**config.mk**
```make
export PLATFORM = sky130hd
export DESIGN_NAME = cmd_input_top
export DESIGN_NICKNAME = d
export VERILOG_FILES = /design/src/cmd_input_pkg.sv /design/src/bank_table.sv /design/src/cmd_decoder.sv /design/src/cmd_input_top.sv
export SDC_FILE = /design/constraint.sdc
export NUM_CORES = 1
export LEC_CHECK = 0
export BUFFER_PORTS_ARGS = -buffer_cell sky130_fd_sc_hd__buf_2
export CORE_MARGIN = 5
export CORE_UTILIZATION = 49
export CTS_BUF_LIST = sky130_fd_sc_hd__clkbuf_2
export DETAILED_ROUTE_END_ITERATION = 6
export PLACE_DENSITY = 0.78
export SLEW_MARGIN = 40
export SYNTH_ARGS = -nofsm -noshare
export SYNTH_HDL_FRONTEND = slang
export SYNTH_SLANG_ARGS = --single-unit
```
**constraint.sdc**
```tcl
create_clock -name CLK_SYS -period 1.59 [get_ports CLK_SYS]
set_input_delay 0.0795 -clock CLK_SYS [delete_from_list [all_inputs] [get_ports CLK_SYS]]
set_output_delay 0.0795 -clock CLK_SYS [all_outputs]
set_load 0.005 [all_outputs]
```
**src/cmd_input_pkg.sv**
```systemverilog
// Purpose: shared constants and types for the command input front end
// Assumes: single clock, synchronous active-high reset
// Notes:   widths follow a x16 part with eight banks
package cmd_input_pkg;

  localparam int ROW_W        = 17;
  localparam int COL_W        = 10;
  localparam int GROUP_W      = 1;
  localparam int BANK_W       = 2;
  localparam int NUM_GROUPS   = 2;
  localparam int BANKS_PER_GR = 4;
  localparam int NUM_BANKS    = NUM_GROUPS * BANKS_PER_GR;
  localparam int BANK_IDX_W   = 3;
  localparam int ADDR_W       = 17;

  localparam int AUTO_CLOSE_POS = 10;
  localparam int CHOP_POS       = 12;

  // burst mode field encoding
  localparam logic [1:0] BURST_FIXED8  = 2'h0;
  localparam logic [1:0] BURST_OTF     = 2'h1;
  localparam logic [1:0] BURST_FIXED4  = 2'h2;

  // added latency field encoding
  localparam logic [1:0] AL_ZERO      = 2'h0;
  localparam logic [1:0] AL_CL_MINUS1 = 2'h1;
  localparam logic [1:0] AL_CL_MINUS2 = 2'h2;

  localparam logic [4:0] LAT_W_MAX    = 5'h1F;
  localparam logic [3:0] BURST_LEN8   = 4'h8;
  localparam logic [3:0] BURST_LEN4   = 4'h4;

  // refresh interval figures, kept for the controller side
  localparam int    REFRESH_COUNT   = 8192;
  localparam real   REFI_NORMAL_US  = 7.8;
  localparam real   REFI_HOT_US     = 3.9;

  typedef enum logic [3:0] {
    CMD_DESELECT, CMD_NOP, CMD_ACTIVATE, CMD_READ, CMD_WRITE,
    CMD_PRECHARGE, CMD_REFRESH, CMD_MODE_SET, CMD_ZQ, CMD_RESERVED
  } cmd_e;

  typedef struct packed {
    logic              select_n;
    logic              activate_n;
    logic              row_strobe;
    logic              column_strobe;
    logic              write_strobe;
    logic [GROUP_W-1:0] group_select;
    logic [BANK_W-1:0]  bank_select_bits;
    logic [ADDR_W-1:0]  addr;
  } cmd_pins_s;

  typedef struct packed {
    logic [1:0] burst_mode;
    logic       interleave;
    logic [1:0] added_latency;
    logic [4:0] read_latency;
    logic       nominal_termination_on;
  } config_s;

  typedef struct packed {
    cmd_e                  cmd;
    logic [BANK_IDX_W-1:0] bank;
    logic [ROW_W-1:0]      row;
    logic [COL_W-1:0]      col;
    logic                  auto_close;
    logic                  all_banks;
    logic [3:0]            burst_len;
  } decoded_s;

  // bank index from group and bank pins, used only in the decoder
  function automatic logic [BANK_IDX_W-1:0] bank_index(
    input logic [GROUP_W-1:0] grp,
    input logic [BANK_W-1:0]  bnk);
    bank_index = {grp, bnk};
  endfunction

endpackage

```
**src/bank_table.sv**
```systemverilog
// Purpose: open/closed state and open row of every bank
// Assumes: decoded command valid only when cmd_valid is high
// Notes:   auto close takes effect on the access edge itself
`timescale 1ns/1ns
module bank_table
  import cmd_input_pkg::*;
#(
  parameter int BANKS = NUM_BANKS
)
(
  input  wire logic                  clk,
  input  wire logic                  rst,
  input  wire logic                  ce,
  input  wire logic                  cmd_valid,
  input  decoded_s                   dec,
  output logic [BANKS-1:0]           open_reg,
  output logic [BANKS-1:0][ROW_W-1:0] row_reg
);

  logic [BANKS-1:0]            open_next;
  logic [BANKS-1:0][ROW_W-1:0] row_next;

  genvar b;
  generate
    for (b = 0; b < BANKS; b++)
    begin : g_bank
      logic hit;
      assign hit = (dec.bank == BANK_IDX_W'(b));
      always_comb
      begin
        open_next[b] = open_reg[b];
        row_next[b]  = row_reg[b];
        if (cmd_valid) // [RQ19]
        begin
          unique case (dec.cmd)
            CMD_ACTIVATE:
              if (hit)
              begin
                open_next[b] = 1'b1;
                row_next[b]  = dec.row; // [RQ13]
              end
            CMD_READ, CMD_WRITE:
              if (hit && dec.auto_close)
                open_next[b] = 1'b0; // [RQ21]
            CMD_PRECHARGE:
              if (hit || dec.all_banks)
                open_next[b] = 1'b0; // [RQ21]
            default: ;
          endcase
        end
      end
      always_ff @(posedge clk)
      begin
        if (rst)
        begin
          open_reg[b] <= 1'b0;
          row_reg[b]  <= '0;
        end
        else if (ce)
        begin
          open_reg[b] <= open_next[b];
          row_reg[b]  <= row_next[b];
        end
      end
    end
  endgenerate

endmodule

```
**src/cmd_decoder.sv**
```systemverilog
// Purpose: combinational command decode of one sampled edge
// Assumes: pins already registered on the rising clock
// Notes:   pure logic, no state
`timescale 1ns/1ns
module cmd_decoder
  import cmd_input_pkg::*;
(
  input  cmd_pins_s pins,
  input  config_s   cfg,
  output decoded_s  dec
);

  always_comb
  begin
    dec            = '0;
    dec.cmd        = CMD_NOP;
    dec.bank       = bank_index(pins.group_select, pins.bank_select_bits); // [RQ14] [RQ23]
    dec.col        = pins.addr[COL_W-1:0];
    dec.auto_close = pins.addr[AUTO_CLOSE_POS]; // [RQ21]
    dec.all_banks  = pins.addr[AUTO_CLOSE_POS]; // [RQ21]
    dec.row        = {pins.row_strobe, pins.column_strobe, pins.write_strobe,
                      pins.addr[13:0]}; // [RQ13]
    unique case (cfg.burst_mode) // [RQ16]
      BURST_FIXED4: dec.burst_len = BURST_LEN4;
      BURST_OTF:    dec.burst_len = pins.addr[CHOP_POS] ? BURST_LEN8 : BURST_LEN4; // [RQ22]
      default:      dec.burst_len = BURST_LEN8;
    endcase
    if (pins.select_n)
      dec.cmd = CMD_DESELECT; // [RQ8] [RQ9]
    else if (!pins.activate_n)
      dec.cmd = CMD_ACTIVATE; // [RQ12]
    else
    begin
      unique case ({pins.row_strobe, pins.column_strobe, pins.write_strobe}) // [RQ20]
        3'h0: dec.cmd = CMD_MODE_SET;
        3'h1: dec.cmd = CMD_REFRESH;
        3'h2: dec.cmd = CMD_PRECHARGE;
        3'h3: dec.cmd = CMD_RESERVED;
        3'h4: dec.cmd = CMD_WRITE;
        3'h5: dec.cmd = CMD_READ;
        3'h6: dec.cmd = CMD_ZQ;
        3'h7: dec.cmd = CMD_NOP;
      endcase
    end
  end

endmodule

```
**src/cmd_input_top.sv**
```systemverilog
// Purpose: command and control input front end of a x16 DDR DRAM
// Assumes: pins synchronous to CLK_SYS; CLK_SYS rising = true clock rise
// Notes:   data path, strobes, training and parity are not modelled
// Notes on behaviour
// [RQ1] sample control and address on clock rise
// [RQ2] gate high enables clocks, buffers, drivers
// [RQ3] gate low: idle -> power-down/self-refresh, else active
// [RQ4] gate seen without clock when leaving self-refresh
// [RQ5] controller keeps gate high during accesses
// [RQ6] power-down keeps only clock, termination, gate buffers
// [RQ7] self-refresh keeps only gate buffer
// [RQ8] deasserted select masks the command
// [RQ9] select is part of command code
// [RQ10] termination pin high enables nominal termination
// [RQ11] termination disabled in config ignores the pin
// [RQ12] activate input low with select decodes activate
// [RQ13] shared pins are upper row bits on activate
// [RQ14] eight banks, two groups of four
// [RQ15] added latency zero, latency-1, or latency-2
// [RQ16] fixed eight, fixed four, or on-the-fly burst
// [RQ17] sequential or interleaved burst ordering
// [RQ18] controller refreshes 8192 per 64 ms
// [RQ19] deselected edge changes nothing
// [RQ20] activate high: shared pins are command bits
// [RQ21] bit ten: auto close, or all-bank precharge
// [RQ22] on-the-fly: bit twelve low chops to four
// [RQ23] group and bank pins select target bank
`timescale 1ns/1ns
module cmd_input_top
  import cmd_input_pkg::*;
#(
  parameter int BANKS = NUM_BANKS
)
(
  input  wire logic                   CLK_SYS,
  input  wire logic                   RST,
  input  wire logic                   CE,
  input  wire logic                   CLOCK_GATE,
  input  wire logic                   SELECT_N,
  input  wire logic                   ACTIVATE_STROBE_N,
  input  wire logic                   ROW_STROBE_SHARED_PIN,
  input  wire logic                   COLUMN_STROBE_SHARED_PIN,
  input  wire logic                   WRITE_STROBE_SHARED_PIN,
  input  wire logic [GROUP_W-1:0]     GROUP_SELECT,
  input  wire logic [BANK_W-1:0]      BANK_SELECT_BITS,
  input  wire logic [ADDR_W-1:0]      ADDR,
  input  wire logic                   TERMINATION_ENABLE_PIN,
  input  wire logic [1:0]             CFG_BURST_MODE,
  input  wire logic                   CFG_INTERLEAVE,
  input  wire logic [1:0]             CFG_ADDED_LATENCY,
  input  wire logic [4:0]             CFG_READ_LATENCY,
  input  wire logic                   CFG_NOMINAL_TERMINATION,
  output logic                        CMD_VALID,
  output cmd_e                        CMD_CODE,
  output logic [BANK_IDX_W-1:0]       CMD_BANK,
  output logic [ROW_W-1:0]            CMD_ROW,
  output logic [COL_W-1:0]            CMD_COL,
  output logic                        CMD_AUTO_CLOSE,
  output logic                        CMD_ALL_BANKS,
  output logic [3:0]                  CMD_BURST_LEN,
  output logic                        CMD_INTERLEAVE,
  output logic [4:0]                  EFFECTIVE_ADDED_LATENCY,
  output logic                        INTERNAL_CLOCK_ON,
  output logic                        CMD_BUFFERS_ON,
  output logic                        CLOCK_BUFFERS_ON,
  output logic                        TERMINATION_BUFFER_ON,
  output logic                        OUTPUT_DRIVERS_ON,
  output logic                        TERMINATION_ON,
  output logic                        PRECHARGE_POWER_DOWN,
  output logic                        ACTIVE_POWER_DOWN,
  output logic                        SELF_REFRESH,
  output logic [BANKS-1:0]            BANK_OPEN,
  output logic                        ACCESS_GATE_FAULT
);

  typedef enum logic [1:0] {PWR_ACTIVE, PWR_PRE_DOWN, PWR_ACT_DOWN, PWR_SELF_REF} pwr_e;

  // power state
  pwr_e pwr_reg;
  pwr_e pwr_next;

  // sampled pins
  cmd_pins_s pins_reg;
  cmd_pins_s pins_next;
  logic      gate_reg;
  logic      term_pin_reg;

  always_comb
  begin
    pins_next.select_n         = SELECT_N;
    pins_next.activate_n       = ACTIVATE_STROBE_N;
    pins_next.row_strobe       = ROW_STROBE_SHARED_PIN;
    pins_next.column_strobe    = COLUMN_STROBE_SHARED_PIN;
    pins_next.write_strobe     = WRITE_STROBE_SHARED_PIN;
    pins_next.group_select     = GROUP_SELECT;
    pins_next.bank_select_bits = BANK_SELECT_BITS;
    pins_next.addr             = ADDR;
  end

  logic cmd_buf_on;
  logic clk_buf_on;
  logic term_buf_on;

  always_ff @(posedge CLK_SYS)
  begin
    if (RST)
    begin
      pins_reg     <= '{select_n: 1'b1, default: '0};
      gate_reg     <= 1'b0;
      term_pin_reg <= 1'b0;
    end
    else if (CE)
    begin
      // closed command buffers look like a deselect
      pins_reg     <= cmd_buf_on ? pins_next : '{select_n: 1'b1, default: '0}; // [RQ1] [RQ6]
      gate_reg     <= CLOCK_GATE;
      term_pin_reg <= term_buf_on ? TERMINATION_ENABLE_PIN : 1'b0; // [RQ6] [RQ7]
    end
  end

  // configuration, only taken while the device is active
  config_s cfg_reg;
  config_s cfg_next;

  decoded_s dec;

  cmd_decoder u_dec (
    .pins (pins_reg),
    .cfg  (cfg_reg),
    .dec  (dec)
  );

  logic cmd_ok;
  assign cmd_ok = (dec.cmd != CMD_DESELECT) && (dec.cmd != CMD_NOP)
                  && (dec.cmd != CMD_RESERVED) && gate_reg; // [RQ8] [RQ19]

  logic [BANKS-1:0]            open_reg;
  // open rows stay inside the bank table; nothing here reads them

  bank_table #(.BANKS(BANKS)) u_banks (
    .clk       (CLK_SYS),
    .rst       (RST),
    .ce        (CE),
    .cmd_valid (cmd_ok),
    .dec       (dec),
    .open_reg  (open_reg),
    .row_reg   ()
  );

  always_comb
  begin
    cfg_next = cfg_reg;
    if (pwr_reg == PWR_ACTIVE)
    begin
      cfg_next.burst_mode             = CFG_BURST_MODE; // [RQ16]
      cfg_next.interleave             = CFG_INTERLEAVE; // [RQ17]
      cfg_next.added_latency          = CFG_ADDED_LATENCY; // [RQ15]
      cfg_next.read_latency           = CFG_READ_LATENCY;
      cfg_next.nominal_termination_on = CFG_NOMINAL_TERMINATION;
    end
  end


  always_comb
  begin
    pwr_next = pwr_reg;
    unique case (pwr_reg)
      PWR_ACTIVE:
        if (!gate_reg)
        begin
          if (|open_reg)
            pwr_next = PWR_ACT_DOWN; // [RQ3]
          else if (dec.cmd == CMD_REFRESH)
            pwr_next = PWR_SELF_REF; // [RQ3]
          else
            pwr_next = PWR_PRE_DOWN; // [RQ3]
        end
      PWR_PRE_DOWN, PWR_ACT_DOWN:
        if (gate_reg)
          pwr_next = PWR_ACTIVE; // [RQ2]
      PWR_SELF_REF:
        // raw pin, not the sampled copy: exit needs no registered edge
        if (CLOCK_GATE)
          pwr_next = PWR_ACTIVE; // [RQ4]
    endcase
  end

  assign cmd_buf_on  = (pwr_reg == PWR_ACTIVE); // [RQ6] [RQ7]
  assign clk_buf_on  = (pwr_reg != PWR_SELF_REF); // [RQ6] [RQ7]
  assign term_buf_on = clk_buf_on; // [RQ6] [RQ7]

  // registered outputs
  logic out_valid_next;
  logic term_on_next;
  logic [4:0] eff_al_next;

  always_comb
  begin
    out_valid_next = cmd_ok && (pwr_reg == PWR_ACTIVE);
    term_on_next   = term_pin_reg && cfg_reg.nominal_termination_on
                     && clk_buf_on; // [RQ10] [RQ11]
    unique case (cfg_reg.added_latency) // [RQ15]
      AL_CL_MINUS1: eff_al_next = cfg_reg.read_latency - 5'h01;
      AL_CL_MINUS2: eff_al_next = cfg_reg.read_latency - 5'h02;
      default:      eff_al_next = 5'h00;
    endcase
  end

  always_ff @(posedge CLK_SYS)
  begin
    if (RST)
    begin
      cfg_reg                 <= '{burst_mode: BURST_FIXED8, default: '0};
      pwr_reg                 <= PWR_ACTIVE;
      CMD_VALID               <= 1'b0;
      CMD_CODE                <= CMD_NOP;
      CMD_BANK                <= '0;
      CMD_ROW                 <= '0;
      CMD_COL                 <= '0;
      CMD_AUTO_CLOSE          <= 1'b0;
      CMD_ALL_BANKS           <= 1'b0;
      CMD_BURST_LEN           <= BURST_LEN8;
      CMD_INTERLEAVE          <= 1'b0;
      EFFECTIVE_ADDED_LATENCY <= 5'h00;
      INTERNAL_CLOCK_ON       <= 1'b0;
      CMD_BUFFERS_ON          <= 1'b0;
      CLOCK_BUFFERS_ON        <= 1'b0;
      TERMINATION_BUFFER_ON   <= 1'b0;
      OUTPUT_DRIVERS_ON       <= 1'b0;
      TERMINATION_ON          <= 1'b0;
      PRECHARGE_POWER_DOWN    <= 1'b0;
      ACTIVE_POWER_DOWN       <= 1'b0;
      SELF_REFRESH            <= 1'b0;
      BANK_OPEN               <= '0;
      ACCESS_GATE_FAULT       <= 1'b0;
    end
    else if (CE)
    begin
      cfg_reg                 <= cfg_next;
      pwr_reg                 <= pwr_next;
      CMD_VALID               <= out_valid_next; // [RQ8]
      CMD_CODE                <= dec.cmd;
      CMD_BANK                <= dec.bank; // [RQ23]
      CMD_ROW                 <= dec.row; // [RQ13]
      CMD_COL                 <= dec.col;
      CMD_AUTO_CLOSE          <= dec.auto_close;
      CMD_ALL_BANKS           <= dec.all_banks;
      CMD_BURST_LEN           <= dec.burst_len;
      CMD_INTERLEAVE          <= cfg_reg.interleave; // [RQ17]
      EFFECTIVE_ADDED_LATENCY <= eff_al_next;
      INTERNAL_CLOCK_ON       <= (pwr_next == PWR_ACTIVE); // [RQ2]
      CMD_BUFFERS_ON          <= (pwr_next == PWR_ACTIVE);
      CLOCK_BUFFERS_ON        <= (pwr_next != PWR_SELF_REF);
      TERMINATION_BUFFER_ON   <= (pwr_next != PWR_SELF_REF);
      OUTPUT_DRIVERS_ON       <= (pwr_next == PWR_ACTIVE); // [RQ2]
      TERMINATION_ON          <= term_on_next;
      PRECHARGE_POWER_DOWN    <= (pwr_next == PWR_PRE_DOWN);
      ACTIVE_POWER_DOWN       <= (pwr_next == PWR_ACT_DOWN);
      SELF_REFRESH            <= (pwr_next == PWR_SELF_REF);
      BANK_OPEN               <= open_reg;
      // flags a gate drop on the edge of an access
      ACCESS_GATE_FAULT       <= !gate_reg && !dec.cmd[3]
                                 && (dec.cmd == CMD_READ || dec.cmd == CMD_WRITE); // [RQ5]
    end
  end

  chk_deselect_quiet: assert property (@(posedge CLK_SYS) disable iff (RST) // [RQ8]
    CE && pins_reg.select_n |=> !CMD_VALID)
    else $error("deselected edge produced a command");

  chk_act_opens_bank: assert property (@(posedge CLK_SYS) disable iff (RST) // [RQ12]
    CE && cmd_ok && dec.cmd == CMD_ACTIVATE ##1 CE |-> open_reg[$past(dec.bank)])
    else $error("activate did not open the bank");

  chk_term_ignored: assert property (@(posedge CLK_SYS) disable iff (RST) // [RQ11]
    CE && !cfg_reg.nominal_termination_on |=> !TERMINATION_ON)
    else $error("termination on while disabled");

  chk_selfref_bufs: assert property (@(posedge CLK_SYS) disable iff (RST) // [RQ7]
    SELF_REFRESH |-> !CLOCK_BUFFERS_ON && !CMD_BUFFERS_ON)
    else $error("buffers on in self refresh");

  chk_powerdown_kind: assert property (@(posedge CLK_SYS) disable iff (RST) // [RQ3]
    CE && pwr_reg == PWR_ACTIVE && !gate_reg && (|open_reg) |=> ACTIVE_POWER_DOWN)
    else $error("open bank did not give active power down");

  chk_selfref_exit: assert property (@(posedge CLK_SYS) disable iff (RST) // [RQ4]
    CE && pwr_reg == PWR_SELF_REF && CLOCK_GATE |=> pwr_reg == PWR_ACTIVE)
    else $error("self refresh exit missed");

  chk_chop_four: assert property (@(posedge CLK_SYS) disable iff (RST) // [RQ22]
    CE && cfg_reg.burst_mode == BURST_OTF && !pins_reg.addr[CHOP_POS]
    |=> CMD_BURST_LEN == BURST_LEN4)
    else $error("burst not chopped");

  chk_precharge_all: assert property (@(posedge CLK_SYS) disable iff (RST) // [RQ21]
    CE && cmd_ok && dec.cmd == CMD_PRECHARGE && dec.all_banks ##1 CE |-> open_reg == '0)
    else $error("all-bank precharge left a bank open");

endmodule

```
==> metrics.md <==
| Metric | Value |
|---|---|
| Status | `complete, but fails checks` |
| Failing checks | `negative setup slack` |
| Top cell type's share of synthesized area | `a little under half` |
| Cells after DPL | `between 600 and 700` |
| Critical-path maximum fanout | `3` |
| Synth Flop Type | `dfxtp_1` |
| Drt initial violations | `141` |
| DP Area | `4750 µm²` |
| Clock skew | `about 34 ps` |
| Worst slew pin tran | `about 530 ps` |
| Die Ht | `between 100 and 150 µm` |
| Highest-delay cell along the critical path | `dfxtp_2` |
| Number of clock sinks | `between 90 and 100` |
| Post-Layout Cell Count | `713` |
| Setup TNS | `-538 ps` |
| Row count | `33` |
| Register area share after synthesis | `approximately 47%` |
| RSZ-0062 raised after global routing | `yes` |
| Hold Crit Depth | `4` |
| CP required | `just over 2000 ps` |
| CP Class | `register to register` |
| Avg Cell Area, Syn | `around 8.9 µm²` |
| GRT overflow | `0` |
| Largest area contributor in the netlist | `dfxtp_1` |
| RePlAce Congestion | `~0.86` |
| CP Data Arrival Time | `approximately 2200 ps` |
| Max-Cap Viols | `0` |
| Commonest non-fill, non-tap cell in the layout | `buf_2` |
| Netlist Area Pre-Place | `4130 µm²` |
| Antenna-violating nets left | `0` |
| TritonCTS clock tree | `done` |
| Layout cells sized above 1 | `34.0%` |
| Crit. End Element | `register` |
| Via density | `about 5.2` |
| Hold Crit Class | `input port to register` |
| H-tree depth | `3` |
| Core Region | `~8200 µm²` |
| Max-slew violation count | `0` |
| CP Buf/Inv Count | `1` |
| Commonest cells after routing, fill and taps aside | `buf_2 (100), dfxtp_1 (85), nor2_1 (70)` |
| Cells after Synth | `462` |
| Crit-path max cell delay | `430 ps` |
| R2R cell count | `7` |
| Critical Path Source Type | `register` |
| Logic gate share of total power | `18.2%` |
| I/O pin count | `106` |
| Flop pwr share | `53.6%` |
| DRC | `0` |
| Die Area | `~10000 µm²` |
| Util after Layout | `between 60 and 70%` |
| Port Buffer Count | `100` |
| Crit path cell chain | `inv_2, ha_4, nor2b_4, o21a_1, o211a_1, and2b_1, o21ba_2` |
| Maximum clock path buffer count | `2` |
| Fin. Hold Viols | `0` |
| Tot GR Track Use | `20.3%` |
| Setup ws final | `-125 ps` |
| Fin crit period | `~1700 ps` |
| Wire per inst | `roughly 15 µm` |
| Switching Share | `between 20 and 30%` |
| Area contributors post-synth | `dfxtp_1 (47%), mux2i_1 (10%), nor2_1 (6.5%)` |
| Synthesis-stage register bit count | `97` |
| DRT Pass-1 Iters | `4` |
| Ant. Diodes | `0` |
| Routed WL | `approximately 11000 µm` |
| Final Cycle Share | `108%` |
| Vias in the first global route | `about 3.7k` |
| Antenna violations before repair | `0` |
| Initial Util | `roughly 50%` |
| Root Driver | `clkbuf_2` |
| Largest net degree at the start of global routing | `46` |
| Detailed Place HPWL | `approximately 7000 µm` |
| Yosys Warn Count | `0` |
| Clk pwr share | `between 20 and 30%` |
| Area Growth Syn to Fin | `35.3%` |
| Number of stages on the worst setup path | `7` |
| Finished Cell Area | `5580 µm²` |
| Sw power | `approximately 0.0014 W` |
| Fmax | `about 0.58 GHz` |
| Slew HR | `64.7%` |
| First-pass GRT wire length | `around 17000 µm` |
| Ys async rst share | `0%` |
| Netlist cell types | `45` |
| # setup viols final | `7` |
| Clock latency on the worst-skew pair | `around 570 ps` |
| CTS buffer count | `9` |
| Family with the most delay on the worst path | `compound AO/OA/AOI/OAI gates` |
| Max FFs per register | `22` |
| Filler cells | `between 600 and 700` |
| Leakage | `between 2 and 3 nW` |
| EDFF count, synth | `0` |
| Nets@finish | `around 650` |
| Pwr dens | `884 nW/µm²` |
| Vias | `~3.7k` |
| Clock transition at path regs | `270 ps` |
| Die X | `slightly above 100 µm` |
| VDD IR max | `roughly 0.00048 V` |
| Cell-internal power | `roughly 0.0036 W` |
==> cells by family after synthesis <==
kind of cell,synth area share (%)
buffers and inverters,7.13
AOI/OAI and AO/OA,12.7
and+or+nand+nor,18.9
xor gates and xnor gates,0.637
DFF,47.1
other,0.0909
muxes,10.4
adders and majority gates,3.03
==> worst min-delay path: stages <==
cell and delay (ps):
buf_2 150, buf_4 170, nor2_1 100, nor3_1 50
==> routing by layer <==
layer	track usage, %	vias to the layer above	part of all wire (%)
met2	35.6	90	51
li1	-	1830	-
met3	4.34	32	5.0
met4	8.79	0	2.8
met5	0	-	0
met1	23.9	1755	41
==> timing repair <==
item / CTS / global route
hold buffers: 37 / 0
pin swaps: 7 / 10
setup endpoints to repair: 20 / 20
setup buffers: 3 / 8
gates resized for setup: 19 / 43
hold endpoints to repair: 47 / 0
cloned: 0 / 0
==> power by group through the flow <==
stage	Clock, W	Sequential, W	Combinational, W
after floorplan	0	0.00267	0.000463
after global placement	0	0.00268	0.000668
after detailed placement	0	0.00268	0.000696
after CTS	0.00139	0.00264	0.000817
after global routing	0.00149	0.00266	0.000979
final	0.00139	0.00264	0.000898
==> cell type report <==
type / count / area [µm²] / share of cell area, %
Inverter: 12 / 47.5 / 0.852
Clock inverter: 5 / 88.8 / 1.59
Tap cell: 105 / 131 / 2.35
Clock buffer: 11 / 55.1 / 0.986
Multi-Input combinational cell: 307 / 2110 / 37.8
Timing Repair Buffer: 176 / 1180 / 21.2
Sequential cell: 97 / 1960 / 35.2
==> per-stage QoR <==
stage               setup WS, ps  total power (W)  hold WS (ps)
floorplan                  -49.1          0.00313           186
global placement           -63.6          0.00334           313
detailed placement          -133          0.00338           318
CTS                         -112          0.00485          15.5
global route                -181          0.00514          16.3
finish                      -125          0.00493          26.9
==> synthesized netlist by cell type, drive strengths merged, types with 2 or more instances <==
cell	n
o2111ai	2
a21o	2
nand2b	15
a211oi	2
or3b	3
mux2i	43
nand2	38
inv	12
nor3	6
nand3	4
buf	28
nor2b	10
dfxtp	97
clkbuf	19
nor2	72
nor4	3
ha	10
a21oi	38
nand3b	7
o21ai	3
a31oi	5
a22oi	22
xnor2	2
or3	2
==> path summary, 6_finish.rpt <==
check | start | slack (ps) | end
max | pwr_reg[1] | -130 | SELF_REFRESH
min | CE | 30 | TERMINATION_BUFFER_ON
max reg2reg | pwr_reg[1] | -130 | SELF_REFRESH
min reg2reg | cfg_reg[0] | 480 | cfg_reg[0]
(Power assumes the default switching activity.)
